$ cat config.mk
export PLATFORM = sky130hd
export DESIGN_NAME = cmu_move_unit
export DESIGN_NICKNAME = d
export VERILOG_FILES = /design/src/logic/cmu_pkg.sv /design/src/logic/cmu_move_unit.sv
export SDC_FILE = /design/constraint.sdc
export NUM_CORES = 1
export LEC_CHECK = 0
export ABC_AREA = 1
export BUFFER_PORTS_ARGS = -buffer_cell sky130_fd_sc_hd__buf_2
export CELL_PAD_IN_SITES_DETAIL_PLACEMENT = 1
export CELL_PAD_IN_SITES_GLOBAL_PLACEMENT = 1
export CORE_ASPECT_RATIO = 1.5
export CORE_MARGIN = 1.5
export CORE_UTILIZATION = 32
export CTS_CLUSTER_SIZE = 16
export DETAILED_ROUTE_END_ITERATION = 16
export HOLD_SLACK_MARGIN = 0.06
export PLACE_DENSITY_LB_ADDON = 0.1
export SLEW_MARGIN = 0
export SYNTH_ARGS = -nofsm -noshare
export SYNTH_HDL_FRONTEND = slang
export SYNTH_SLANG_ARGS = --single-unit
export TNS_END_PERCENT = 10
$ cat constraint.sdc
create_clock -name aclk -period 2.4 [get_ports aclk]
set_clock_uncertainty 0.05 [all_clocks]
set_input_delay 0.48 -clock aclk [delete_from_list [all_inputs] [get_ports aclk]]
set_output_delay 0.48 -clock aclk [all_outputs]
set_load 0.1 [all_outputs]
$ cat src/logic/cmu_pkg.sv
// Purpose: shared constants and types of the conditional move unit
// Assumes: 32-bit AXI4-Lite register port, one-cycle execute stage
// Notes:   control and status bits live in two registers at 0x00 and 0x04
package cmu_pkg;

    localparam logic [7:0]  CMU_CTRL_OFS     = 8'h00;
    localparam logic [7:0]  CMU_STATUS_OFS   = 8'h04;
    localparam int          CMU_WIDE_BIT     = 0;
    localparam int          CMU_F64_BIT      = 1;
    localparam int          CMU_REV6_BIT     = 2;
    localparam int          CMU_CU1_BIT      = 3;
    localparam int          CMU_CTRL_W       = 4;
    localparam logic [3:0]  CMU_CTRL_RST     = 4'ha;
    localparam int          CMU_MOVE_CNT_LSB = 0;
    localparam int          CMU_EXC_CNT_LSB  = 16;
    localparam int          CMU_LAST_EXC_LSB = 24;
    localparam logic [1:0]  CMU_RESP_OKAY    = 2'h0;
    localparam logic [1:0]  CMU_RESP_DECERR  = 2'h3;

    typedef enum logic [2:0] {
        CMU_OP_NONE    = 3'b000,
        CMU_OP_MOV_FPR = 3'b001,
        CMU_OP_GPR_F   = 3'b010,
        CMU_OP_GPR_T   = 3'b011,
        CMU_OP_GPR_NZ  = 3'b100,
        CMU_OP_FPR_F   = 3'b101,
        CMU_OP_FPR_T   = 3'b110,
        CMU_OP_FPR_NZ  = 3'b111
    } cmu_op_t;

    typedef enum logic [1:0] {
        CMU_FMT_S    = 2'b00,
        CMU_FMT_D    = 2'b01,
        CMU_FMT_PAIR = 2'b10,
        CMU_FMT_RSVD = 2'b11
    } cmu_fmt_t;

    typedef enum logic [1:0] {
        CMU_EXC_NONE   = 2'b00,
        CMU_EXC_CPU    = 2'b01,
        CMU_EXC_RI     = 2'b10,
        CMU_EXC_UNIMPL = 2'b11
    } cmu_exc_t;

    typedef struct packed {
        logic        valid;
        cmu_op_t     op;
        cmu_fmt_t    fmt;
        logic [2:0]  cc;
        logic [4:0]  dest;
        logic [31:0] gen_source;
        logic [31:0] gen_test_register;
        logic [63:0] float_source;
        logic [63:0] float_destination;
    } cmu_issue_t;

    typedef struct packed {
        logic        valid;
        logic        gpr_we;
        logic        fpr_we;
        logic [1:0]  half_we;
        logic [4:0]  dest;
        logic [63:0] data;
        logic        exc_valid;
        cmu_exc_t    exc;
    } cmu_result_t;

    typedef struct packed {
        logic        aw_held;
        logic [7:0]  aw_addr;
        logic        w_held;
        logic [31:0] w_data;
        logic [3:0]  w_strb;
        logic        awready;
        logic        wready;
        logic        bvalid;
        logic [1:0]  bresp;
        logic        arready;
        logic        rvalid;
        logic [1:0]  rresp;
        logic [31:0] rdata;
        logic [3:0]  ctrl;
        logic [15:0] move_cnt;
        logic [7:0]  exc_cnt;
        cmu_exc_t    last_exc;
        cmu_result_t res;
    } cmu_state_t;

endpackage : cmu_pkg

$ cat src/logic/cmu_move_unit.sv
// Purpose: execute stage for plain and conditional register moves
// Assumes: issue inputs and condition codes synchronous to aclk
// Notes:   result appears one edge after issue; no stall, no buffering
//
// Implementation choices: the address map and the AXI4-Lite slave port.
`timescale 1ns/1ps
`default_nettype none

module cmu_move_unit (
    input  wire logic                 aclk,
    input  wire logic                 aresetn,
    input  wire logic                 s_axi_awvalid,
    output logic                      s_axi_awready,
    input  wire logic [7:0]           s_axi_awaddr,
    input  wire logic                 s_axi_wvalid,
    output logic                      s_axi_wready,
    input  wire logic [31:0]          s_axi_wdata,
    input  wire logic [3:0]           s_axi_wstrb,
    output logic                      s_axi_bvalid,
    input  wire logic                 s_axi_bready,
    output logic [1:0]                s_axi_bresp,
    input  wire logic                 s_axi_arvalid,
    output logic                      s_axi_arready,
    input  wire logic [7:0]           s_axi_araddr,
    output logic                      s_axi_rvalid,
    input  wire logic                 s_axi_rready,
    output logic [31:0]               s_axi_rdata,
    output logic [1:0]                s_axi_rresp,
    input  wire cmu_pkg::cmu_issue_t  issue,
    input  wire logic [7:0]           fp_cond_codes,
    output cmu_pkg::cmu_result_t      result
);

    cmu_pkg::cmu_state_t s_r;
    cmu_pkg::cmu_state_t s_nxt;

    logic                wr_fire;
    logic                cond_lo;
    logic                cond_hi;
    logic                test_lo;
    logic                test_hi;
    logic                take_lo;
    logic                take_hi;
    logic                is_gpr_op;
    logic                is_fpr_op;
    logic                mode_ok;
    cmu_pkg::cmu_exc_t   exc;
    logic [31:0]         status_word;
    logic [2:0]          cc_hi;

    assign s_axi_awready = s_r.awready;
    assign s_axi_wready  = s_r.wready;
    assign s_axi_bvalid  = s_r.bvalid;
    assign s_axi_bresp   = s_r.bresp;
    assign s_axi_arready = s_r.arready;
    assign s_axi_rvalid  = s_r.rvalid;
    assign s_axi_rdata   = s_r.rdata;
    assign s_axi_rresp   = s_r.rresp;
    assign result        = s_r.res;

    always_comb
    begin
        status_word = 32'h0;
        status_word[cmu_pkg::CMU_MOVE_CNT_LSB +: 16] = s_r.move_cnt;
        status_word[cmu_pkg::CMU_EXC_CNT_LSB +: 8]   = s_r.exc_cnt;
        status_word[cmu_pkg::CMU_LAST_EXC_LSB +: 2]  = s_r.last_exc;
    end

    // index 7 wraps to 0; result then undefined by contract
    assign cc_hi   = issue.cc + 3'h1;
    assign cond_lo = fp_cond_codes[issue.cc];
    assign cond_hi = fp_cond_codes[cc_hi];
    assign is_gpr_op = (issue.op == cmu_pkg::CMU_OP_GPR_F) ||
                       (issue.op == cmu_pkg::CMU_OP_GPR_T) ||
                       (issue.op == cmu_pkg::CMU_OP_GPR_NZ);
    assign is_fpr_op = issue.valid && !is_gpr_op && (issue.op != cmu_pkg::CMU_OP_NONE);
    // paired moves only defined on a wide unit in wide mode
    assign mode_ok = s_r.ctrl[cmu_pkg::CMU_F64_BIT] && s_r.ctrl[cmu_pkg::CMU_WIDE_BIT];

    // exception decode and per-half selection
    always_comb
    begin
        exc     = cmu_pkg::CMU_EXC_NONE;
        test_lo = 1'b0;
        test_hi = 1'b0;
        take_lo = 1'b0;
        take_hi = 1'b0;
        case (issue.op)
            cmu_pkg::CMU_OP_GPR_F:
            begin
                test_lo = !cond_lo;
            end
            cmu_pkg::CMU_OP_GPR_T:
            begin
                test_lo = cond_lo;
            end
            cmu_pkg::CMU_OP_GPR_NZ:
            begin
                test_lo = (issue.gen_test_register != 32'h0);
            end
            cmu_pkg::CMU_OP_MOV_FPR:
            begin
                test_lo = 1'b1;
                test_hi = 1'b1;
            end
            cmu_pkg::CMU_OP_FPR_F:
            begin
                test_lo = !cond_lo;
                test_hi = (issue.fmt == cmu_pkg::CMU_FMT_PAIR) ? !cond_hi : !cond_lo;
            end
            cmu_pkg::CMU_OP_FPR_T:
            begin
                test_lo = cond_lo;
                test_hi = (issue.fmt == cmu_pkg::CMU_FMT_PAIR) ? cond_hi : cond_lo;
            end
            cmu_pkg::CMU_OP_FPR_NZ:
            begin
                test_lo = (issue.gen_test_register != 32'h0);
                test_hi = test_lo;
            end
            default:
            begin
                test_lo = 1'b0;
                test_hi = 1'b0;
            end
        endcase
        if (!issue.valid || issue.op == cmu_pkg::CMU_OP_NONE)
        begin
            exc = cmu_pkg::CMU_EXC_NONE;
        end
        else if (issue.op == cmu_pkg::CMU_OP_GPR_NZ)
        begin
            // the nonzero gpr move has no coprocessor dependency
            if (s_r.ctrl[cmu_pkg::CMU_REV6_BIT])
                exc = cmu_pkg::CMU_EXC_RI;
        end
        else if (s_r.ctrl[cmu_pkg::CMU_REV6_BIT] &&
                 (issue.op != cmu_pkg::CMU_OP_MOV_FPR || issue.fmt == cmu_pkg::CMU_FMT_PAIR))
        begin
            exc = cmu_pkg::CMU_EXC_RI;
        end
        else if (!s_r.ctrl[cmu_pkg::CMU_CU1_BIT])
        begin
            exc = cmu_pkg::CMU_EXC_CPU;
        end
        else if (is_fpr_op && issue.fmt == cmu_pkg::CMU_FMT_RSVD)
        begin
            exc = cmu_pkg::CMU_EXC_RI;
        end
        else if (is_fpr_op && issue.fmt == cmu_pkg::CMU_FMT_PAIR && !mode_ok)
        begin
            exc = cmu_pkg::CMU_EXC_UNIMPL;
        end
        if (issue.valid && exc == cmu_pkg::CMU_EXC_NONE)
        begin
            take_lo = test_lo;
            // single format owns only the low word
            take_hi = test_hi && is_fpr_op && (issue.fmt != cmu_pkg::CMU_FMT_S);
        end
    end

    assign wr_fire = s_r.aw_held && s_r.w_held && !s_r.bvalid;

    always_comb
    begin
        s_nxt = s_r;
        // write address and data taken independently, in either order
        if (s_axi_awvalid && s_r.awready)
        begin
            s_nxt.aw_held = 1'b1;
            s_nxt.aw_addr = s_axi_awaddr;
        end
        if (s_axi_wvalid && s_r.wready)
        begin
            s_nxt.w_held = 1'b1;
            s_nxt.w_data = s_axi_wdata;
            s_nxt.w_strb = s_axi_wstrb;
        end
        if (s_r.bvalid && s_axi_bready)
            s_nxt.bvalid = 1'b0;
        if (wr_fire)
        begin
            s_nxt.aw_held = 1'b0;
            s_nxt.w_held  = 1'b0;
            s_nxt.bvalid  = 1'b1;
            s_nxt.bresp   = cmu_pkg::CMU_RESP_OKAY;
            if (s_r.aw_addr == cmu_pkg::CMU_CTRL_OFS)
            begin
                if (s_r.w_strb[0])
                    s_nxt.ctrl = s_r.w_data[cmu_pkg::CMU_CTRL_W-1:0];
            end
            else if (s_r.aw_addr != cmu_pkg::CMU_STATUS_OFS)
            begin
                s_nxt.bresp = cmu_pkg::CMU_RESP_DECERR;
            end
        end
        s_nxt.awready = !s_nxt.aw_held && !s_nxt.bvalid;
        s_nxt.wready  = !s_nxt.w_held && !s_nxt.bvalid;

        if (s_r.rvalid && s_axi_rready)
            s_nxt.rvalid = 1'b0;
        if (s_axi_arvalid && s_r.arready)
        begin
            s_nxt.rvalid = 1'b1;
            s_nxt.rresp  = cmu_pkg::CMU_RESP_OKAY;
            s_nxt.rdata  = 32'h0;
            if (s_axi_araddr == cmu_pkg::CMU_CTRL_OFS)
                s_nxt.rdata[cmu_pkg::CMU_CTRL_W-1:0] = s_r.ctrl;
            else if (s_axi_araddr == cmu_pkg::CMU_STATUS_OFS)
                s_nxt.rdata = status_word;
            else
                s_nxt.rresp = cmu_pkg::CMU_RESP_DECERR;
        end
        s_nxt.arready = !s_nxt.rvalid;

        // execute: a failed test drops the write, so no stale forward
        s_nxt.res.valid     = issue.valid;
        s_nxt.res.dest      = issue.dest;
        s_nxt.res.gpr_we    = is_gpr_op && take_lo;
        s_nxt.res.fpr_we    = is_fpr_op && (take_lo || take_hi);
        s_nxt.res.half_we   = is_fpr_op ? {take_hi, take_lo} : {1'b0, is_gpr_op && take_lo};
        s_nxt.res.exc_valid = (exc != cmu_pkg::CMU_EXC_NONE);
        // only unimplemented-op is an fp exception; never an ieee one
        s_nxt.res.exc       = exc;
        if (is_gpr_op)
            s_nxt.res.data = {32'h0, issue.gen_source};
        else
            // untaken half keeps old contents
            s_nxt.res.data = {take_hi ? issue.float_source[63:32]
                                      : issue.float_destination[63:32],
                              take_lo ? issue.float_source[31:0]
                                      : issue.float_destination[31:0]};
        if (s_nxt.res.gpr_we || s_nxt.res.fpr_we)
            s_nxt.move_cnt = s_r.move_cnt + 16'h1;
        if (exc != cmu_pkg::CMU_EXC_NONE)
        begin
            s_nxt.exc_cnt  = s_r.exc_cnt + 8'h1;
            s_nxt.last_exc = exc;
        end
    end

    always_ff @(posedge aclk)
    begin
        if (!aresetn)
        begin
            s_r          <= '0;
            s_r.ctrl     <= cmu_pkg::CMU_CTRL_RST;
            s_r.awready  <= 1'b1;
            s_r.wready   <= 1'b1;
            s_r.arready  <= 1'b1;
            s_r.last_exc <= cmu_pkg::CMU_EXC_NONE;
        end
        else
        begin
            s_r <= s_nxt;
        end
    end
endmodule : cmu_move_unit

`default_nettype wire

==> flow_summary.yaml, run 1 <==
final_layout:
  nNetsFinal: 1639
  final_area_um2: 9960
  synthToLayoutAreaGrowth_pct: 25.0
  drive_above_1_share: 0.324
  fin_cells: 1702
worst_setup_path:
  path_cells: "buf_2 -> ha_1 -> inv_1 -> nand3_1 -> nand2_1 -> nand2_1 -> nand2_1 -> nand2_1 -> nand3_1 -> nand3_1 -> nand2_4 -> buf_4 -> nand3_1 -> a21oi_1"
  cp_max_fo: 15
  worst_r2r_path_depth: 11
  max_stage_delay_ps: 340
  critPathKind: "input port to flop"
  endpoint_kind: "flop"
  cp_slowest_cell: "ha_1"
  cp.required_ps: 2720
  reg2reg_setup_slack_ps: 570
  cp.arrival_ps: 2280
  crit_path_start_kind: "input port"
clock_network:
  cts_hold_buf: 0
  cts_resized: 0
  cts_tree: "built"
  cts_max_path_buffers: 2
  cts_inserted_buffers: 17
  cts_sinks: 155
  h-tree-depth: 4
  cts_setup_buffers: 0
  clockRootBuffer: "clkbuf_16"
  clkLatencyLatePin_ps: 430
  path_clk_slew_ps: 60
timing:
  setup_viol: 0
  fmax_mhz: 510
  finalCritPeriodShare: 0.816
  slew_headroom: 0.652
  worstMarginPinSlew_ps: 526
  rsz0062_at_grt: "no"
  finalCriticalPeriod_ps: 1960
  maxSlewViolCount: 0
  hold_viol_final: 0
detailed_routing:
  viasPerCell: 4.54
  post_drt_wl_per_cell_um: 14.2
  ant_nets: 0
  drt-total-wl_um: 24200
  dr.pass1.iters: 4
  route.detailed.drc: 0
  drtIter0Drc: 172
  vias: 7733
pwr:
  vdd_drop_max_mv: 0.503
  p_per_area_nw_per_um2: 757
  leakagePower_nw: 5.06
floorplan:
  rows: 70
  initial_core_util: 0.326
  die_area_um2: 25900
  die_w_um: 132
  dieHeight_um: 196
  coreArea_um2: 24400
  ios: 391
synthesis:
  synthCells: 1122
  avgSynthCellArea_um2: 7.10
  synth_cell_types: 41
  synthTopCellsByArea: "dfxtp_1 (39%), buf_4 (11%), nand2_1 (9.0%)"
  yosysWarnings: 0
  netlist_area_um2: 7970
  synth.top_cell.area_share: 0.390
  synth_seq_cells: 155
  synth_top_area_cell: "dfxtp_1"
  ys_seq_area_frac: 0.390
grt:
  grt_first_pass_wirelength_um: 38900
  antenna_found_initial: 4
  gr-usage-met3: 0.0610
  grt_max_degree: 52
  grt_most_used_layer: "met2"
  grt-ovfl-total: 0
  met1_usage: 0.187
  grtUsageMet2: 0.368
  track_usage: 0.189
  grt_pass1_vias: 8007
flow_run:
  maxCapViolCount: 0
min_path:
  whs_path_depth: 3
  min_path_type: "input port to flop"
placed_design:
  place_congestion: 0.790
  io_buffers: 353
  dp.cells: 1668
  place_area_um2: 9320
  dp_hpwl_um: 18800
run_status:
  status: "completed"
-- worst max-delay path: cells and delay by family --
kind | cells | cell delay (ps)
AO/OA/AOI/OAI | 1 | 150
adder cells (fa/ha/maj) | 1 | 340
AND/OR/NAND/NOR | 9 | 790
buffers and inverters | 3 | 500
-- cells by family (layout without fill, tap and decap cells) --
group | after synthesis | in the layout | share of synthesized area
and+or+nand+nor | 511 | 511 | 0.287
buffers and inverters | 290 | 538 | 0.203
DFF | 155 | 155 | 0.390
AOI/OAI and AO/OA | 147 | 147 | 0.0986
xor gates and xnor gates | 15 | 15 | 0.0165
adders and majority gates | 3 | 3 | 0.00471
other | 1 | 9 | 0.000471
-- layout make-up --
class | instances | area [um2]
inverter | 127 | 480
timing repair buffer | 380 | 2060
fill | 3204 | 14500
clock inverter | 8 | 165
antenna | 3 | 7.51
sequential | 155 | 3100
multi-input combinational | 682 | 3270
clock buffer | 23 | 468
tap | 324 | 405
-- cells in the final DEF, fill, tap and decap left out, types with 2 or more instances in the layout --
master / n
nand4_1: 3
nor2_2: 5
and3_1: 2
nor3_1: 11
nand3_2: 8
diode_2: 3
nand2_4: 3
nor4_1: 5
buf_2: 353
inv_2: 3
buf_4: 20
a21oi_1: 75
o211ai_1: 4
clkinv_2: 4
nand3_1: 128
nand2_1: 191
xnor2_1: 5
inv_1: 121
clkbuf_1: 4
buf_12: 7
conb_1: 6
ha_1: 3
o21ai_0: 56
nand2_8: 2
nand2_2: 2
bufinv_16: 5
clkbuf_8: 2
clkbuf_16: 17
nor2_1: 145
dfxtp_1: 155
a21oi_2: 9
xor2_1: 10
-- per-layer routing --
metal / wire [um] / up-vias
li1: - / 3906
met1: 9170 / 3553
met2: 13000 / 246
met3: 1720 / 26
met4: 355 / 2
met5: 12 / -
-- through the flow --
| step | hold slack (ps) | power, mW | worst slack (ps) | setup TNS, ps | utilization |
|---|---|---|---|---|---|
| floorplan | 380 | 4.33 | 370 | 0 | - |
| global placement | 400 | 4.66 | -30.9 | -30.9 | 0.381 |
| detailed placement | 405 | 4.68 | -52.4 | -564 | 0.381 |
| CTS | 160 | 7.68 | 397 | 0 | 0.407 |
| global route | 168 | 7.89 | 243 | 0 | 0.407 |
| finish | 180 | 7.54 | 441 | 0 | 0.408 |
-- sequential cells by signal (all words and copies together), names as in the netlist --
signal and count:
result 77, s_axi_arready 1, s_axi_awready 1, s_axi_bresp 1, s_axi_bvalid 1, s_axi_rdata 26, s_axi_rresp 1, s_axi_rvalid 1
s_axi_wready 1, s_r 45
-- synthesized netlist by cell type, drive strengths merged --
library cell  count
nand3           136
inv             126
buf             136
nor3             12
and3              2
xor2             10
conb              1
ha                3
o22ai             1
o211ai            4
nor2            152
dfxtp           155
nor4              5
nand4             3
nor4b             1
clkinv            1
o21a              1
o21ai            56
a21oi            84
nand3b            1
clkbuf           27
nand2           198
or2               1
xnor2             5
o21bai            1
-- path summary, 6_finish.rpt --
| check | startpoint | end |
|---|---|---|
| worst max-delay path | issue[197] | s_r[102] |
| worst min-delay path | issue[192] | result[67] |
| worst max register to register | s_r[106] | s_r[102] |
| worst min register to register | s_axi_rdata[7] | s_axi_rdata[7] |
-- power breakdown --
group | internal (mW) | switching (mW)
registers | 2.71 | 0.0519
clock network | 1.89 | 1.06
logic | 0.438 | 1.39
total | 5.04 | 2.50
(Power assumes the default switching activity.)
==> inputs of run 2 (changes only) <==
--- a/config.mk
+++ b/config.mk
@@ -11,7 +11,7 @@
 export CELL_PAD_IN_SITES_GLOBAL_PLACEMENT = 1
 export CORE_ASPECT_RATIO = 1.5
 export CORE_MARGIN = 1.5
-export CORE_UTILIZATION = 32
+export CORE_UTILIZATION = 28
 export CTS_CLUSTER_SIZE = 16
 export DETAILED_ROUTE_END_ITERATION = 16
 export HOLD_SLACK_MARGIN = 0.06
==> constraint.sdc (replaced) <==
create_clock -name aclk -period 1.6 [get_ports aclk]
set_clock_uncertainty 0.05 [all_clocks]
set_input_delay 0.32 -clock aclk [delete_from_list [all_inputs] [get_ports aclk]]
set_output_delay 0.32 -clock aclk [all_outputs]
set_load 0.1 [all_outputs]
==> flow_summary.yaml, run 2 (synthesis gave the netlist of run 1 again) <==
worst_setup_path:
  critPathKind: "flop to flop"
  endpoint_kind: "flop"
  reg2reg_from: "s_r[104]"
  reg2reg_setup_slack_ps: -40
  worst_r2r_path_depth: 10
  cp.arrival_ps: 1920
  r2r-end: "result[54]"
  crit_end: "result[54]"
  cp.required_ps: 1870
  crit_path_start: "s_r[104]"
  crit_path_start_kind: "flop"
  cp_max_fo: 20
detailed_routing:
  drtIter0Drc: 213
  ant_nets: 0
  route.detailed.drc: 0
  post_drt_wl_per_cell_um: 15.2
  vias: 8164
  dr.pass1.iters: 4
  viasPerCell: 4.45
  drt-total-wl_um: 28000
final_layout:
  largest_reg_flops: 77
  final_area_um2: 11500
  drive_above_1_share: 0.384
  fin_cells: 1836
  synthToLayoutAreaGrowth_pct: 44.0
  layout_common_cells: "buf_2 (316), nand2_1 (179), dfxtp_1 (147)"
  final_common_cell: "buf_2"
  nNetsFinal: 1751
  post-route-util: 0.410
timing:
  whs_ps: 79.7
  hold_viol_final: 0
  finalCriticalPeriod_ps: 1640
  maxSlewViolCount: 0
  fmax_mhz: 608
  setup_ws_ps: -44.1
  slew_headroom: 0.642
  finalCritPeriodShare: 1.03
  rsz0062_at_grt: "yes"
  setup_viol: 42
  worstMarginPinSlew_ps: 541
pwr:
  p_sw_frac: 0.354
  p_per_area_nw_per_um2: 1000
  combPwrFrac: 0.272
  p_int_mw: 7.41
  seq_power_share: 0.362
  power_mw: 11.5
  pwr-share-clk: 0.367
  p_sw_mw: 4.07
  leakagePower_nw: 5.63
  vdd_drop_max_mv: 0.726
clock_network:
  path_clk_slew_ps: 70
  cts_tree: "built"
  clockRootBuffer: "clkbuf_16"
  cts_max_path_buffers: 2
  cts_sinks: 155
  clkLatencyLatePin_ps: 430
  cts_inserted_buffers: 17
  h-tree-depth: 4
grt:
  grt_first_pass_wirelength_um: 42700
  antenna_found_initial: 4
  grt_pass1_vias: 8555
  grt_max_degree: 66
  track_usage: 0.184
  grt-ovfl-total: 0
placed_design:
  place_congestion: 0.771
  dp_hpwl_um: 20300
  place_area_um2: 9750
  dp.cells: 1733
  io_buffers: 353
floorplan:
  ios: 391
  die_area_um2: 29500
  dieHeight_um: 210
  die_w_um: 141
  rows: 75
  coreArea_um2: 28000
  initial_core_util: 0.285
flow_run:
  maxCapViolCount: 0
min_path:
  min_path_type: "input port to flop"
  whs_path_depth: 3
  min_from: "issue[102]"
run_status:
  violations: "setup timing"
  status: "finished with violations"
run 2: cell types whose count changed in the layout (fill, tap and decap cells not counted), moves of 16 or more:
| cell | before | now |
|---|---|---|
| o21ai_1 | 0 | 24 |
| dlygate4sd3_1 | 0 | 63 |
| buf_4 | 20 | 80 |
| clkbuf_4 | 0 | 16 |
| buf_2 | 353 | 316 |
| o21ai_0 | 56 | 24 |
run 2: area by class of cell:
class	instances	area [um2]
clock inverters	11	135
flip-flops and latches	155	3120
diodes	2	5.00
well taps	346	433
clock buffers	21	470
fillers	3555	16500
repair buffers	492	3260
inverters	127	489
multi-input cells	682	3560
run 2: critical path, stage by stage, from the launching register on:
cell and delay (ps):
dfxtp_2 360, nand3_2 80, nand4_1 100, nand2_2 70, nand2_4 80, nand2_8 80
nor2_4 150, nand2_8 130, clkbuf_16 220, o21ai_1 140, nor2_1 50
run 2: layer usage:
layer | global-route usage | wire, um | part of all wire
met5 | 0 | 12 | 0.00043
met4 | 0.0481 | 428 | 0.015
met3 | 0.0582 | 1930 | 0.069
met2 | 0.357 | 15200 | 0.54
met1 | 0.186 | 10400 | 0.37
run 2: worst min path at each step:
stage	to	slack, ps
floorplan	result[76]	360
global placement	s_r[78]	400
detailed placement	s_r[77]	400
CTS	result[9]	60
global route	result[55]	70
finish	result[41]	80
run 2: timing repair:
action	4_1_cts	5_1_grt
pin swaps	8	11
buffers inserted	0	3
cloned	0	3
hold buffers	63	0
endpoints found under the setup margin	102	104
hold endpoints to repair	46	0
resized for setup	61	87
run 2: power groups by stage:
| stage | clock, mW | sequential, mW | combinational (mW) |
|---|---|---|---|
| 2_1_floorplan | 0 | 4.30 | 2.21 |
| 3_3_place_gp | 0 | 4.23 | 2.86 |
| 3_5_place_dp | 0 | 4.23 | 2.88 |
| 4_1_cts | 4.38 | 4.15 | 3.04 |
| 5_1_grt | 4.51 | 4.17 | 3.33 |
| 6_report | 4.21 | 4.15 | 3.12 |
run 2: per-stage QoR:
step | worst slack [ps] | setup TNS [ps]
floorplan | -136 | -7140
global placement | -408 | -33920
detailed placement | -446 | -37960
CTS | -78.3 | -2060
global route | -148 | -8670
finish | -44.1 | -517
==> inputs of run 3 (changes only) <==
--- a/config.mk
+++ b/config.mk
@@ -11,7 +11,8 @@
 export CELL_PAD_IN_SITES_GLOBAL_PLACEMENT = 1
 export CORE_ASPECT_RATIO = 1.5
 export CORE_MARGIN = 1.5
-export CORE_UTILIZATION = 28
+export CORE_UTILIZATION = 29
+export CTS_BUF_LIST = sky130_fd_sc_hd__clkbuf_4 sky130_fd_sc_hd__clkbuf_8
 export CTS_CLUSTER_SIZE = 16
 export DETAILED_ROUTE_END_ITERATION = 16
 export HOLD_SLACK_MARGIN = 0.06
==> flow_summary.yaml, run 3 (synthesis gave the netlist of run 1 again) <==
run_status:
  status: "finished with violations"
  violations: "setup timing"
placed_design:
  dp_hpwl_um: 19800
  io_buffers: 353
  place_area_um2: 9900
  place_congestion: 0.787
timing:
  maxSlewViolCount: 0
  finalCritPeriodShare: 1.06
  setup_viol: 76
  fmax_mhz: 588
  setup_ws_ps: -100
  rsz0062_at_grt: "yes"
  hold_viol_final: 0
  finalCriticalPeriod_ps: 1700
floorplan:
  initial_core_util: 0.294
  coreArea_um2: 27100
  ios: 391
  die_w_um: 138
  die_area_um2: 28500
  rows: 74
  dieHeight_um: 206
pwr:
  vdd_drop_max_mv: 0.506
  leakagePower_nw: 5.86
  power_mw: 10.8
  p_per_area_nw_per_um2: 893
detailed_routing:
  post_drt_wl_per_cell_um: 14.7
  viasPerCell: 4.51
  dr.pass1.iters: 4
  ant_nets: 0
  drt-total-wl_um: 27900
  route.detailed.drc: 0
  drtIter0Drc: 251
  vias: 8521
final_layout:
  post-route-util: 0.444
  synthToLayoutAreaGrowth_pct: 51.2
  largest_reg_flops: 77
  final_area_um2: 12000
  drive_above_1_share: 0.368
  layout_common_cells: "buf_2 (241), nand2_1 (185), buf_4 (155)"
  nNetsFinal: 1811
  final_common_cell: "buf_2"
worst_setup_path:
  crit_path_start_kind: "flop"
  critPathKind: "flop to flop"
  cp.arrival_ps: 2010
  cp_max_fo: 20
  cp.required_ps: 1910
  endpoint_kind: "flop"
clock_network:
  clkLatencyLatePin_ps: 470
  h-tree-depth: 4
  cts_tree: "built"
  cts_sinks: 155
  cts_max_path_buffers: 2
  cts_inserted_buffers: 17
  clockRootBuffer: "clkbuf_8"
  path_clk_slew_ps: 90
grt:
  grt-ovfl-total: 0
  track_usage: 0.192
  antenna_found_initial: 2
  grt_pass1_vias: 8856
  grt_max_degree: 80
  grt_first_pass_wirelength_um: 43700
min_path:
  min_path_type: "input port to flop"
flow_run:
  maxCapViolCount: 0
run 3: cell count changes in the layout (fill, tap and decap cells not counted), sizes merged, moves of 2 or more:
cell and delta:
buf +15, clkbuf -2, dlygate4sd3 +44, inv -2, clkinv +2, bufinv +2
run 3: layout make-up:
cell class              count  area, um2
diodes                      2       5.00
clock buffers              19        255
clock inverters            12        173
fillers                  3408      15100
inverters                 127        483
multi-input cells         683       3490
flip-flops and latches    155       3120
well taps                 342        428
repair buffers            551       4090
run 3: final timing paths:
path	slack, ps	cells after the start	endpoint	from
setup / recovery	-100	11	result[51]	s_r[103]
hold / removal	70	3	result[39]	issue[100]
setup reg to reg	-100	11	result[51]	s_r[103]
hold reg to reg	420	2	s_r[77]	s_r[77]
run 3: layer usage:
metal	wire length, um	vias up	part of all wire	track usage
li1	-	4253	-	-
met1	10600	3968	0.38	0.192
met2	15100	269	0.54	0.376
met3	1710	29	0.061	0.0551
met4	501	2	0.018	0.0613
met5	12	-	0.00043	0
run 3: critical path, cell delays in order, from the launching register on:
cell,delay (ps)
dfxtp_4,380
nand3_2,80
nand4_1,80
nand2_1,90
nand2_4,100
nand2_8,80
nor2_4,130
nand2_4,100
buf_6,150
buf_12,160
o21ai_2,140
nor2_2,50
run 3: power breakdown:
group / internal [mW] / leakage [nW] / switching, mW
clock: 1.74 / 0.215 / 1.56
sequential: 4.06 / 1.27 / 0.0858
combinational: 1.07 / 4.37 / 2.23
run 3: what timing repair did:
item | in CTS | in global routing
hold buffers | 107 | 0
resized for setup | 139 | 66
cloned | 1 | 0
hold endpoints to repair | 78 | 0
pin swaps | 16 | 7
setup endpoints to repair | 175 | 110
setup buffers | 7 | 3
run 3: stage by stage:
| step | setup slack [ps] | cells | setup TNS (ps) | hold WS, ps |
|---|---|---|---|---|
| 4_1_cts | -99.8 | 1886 | -4960 | 62.9 |
| 6_report | -100 | 1891 | -3950 | 70.5 |
| 5_1_grt | -196 | 1889 | -12120 | 71.5 |
| 2_1_floorplan | -136 | 1127 | -7140 | 363 |
| 3_5_place_dp | -550 | 1740 | -44500 | 402 |
| 3_3_place_gp | -483 | 1740 | -39870 | 400 |
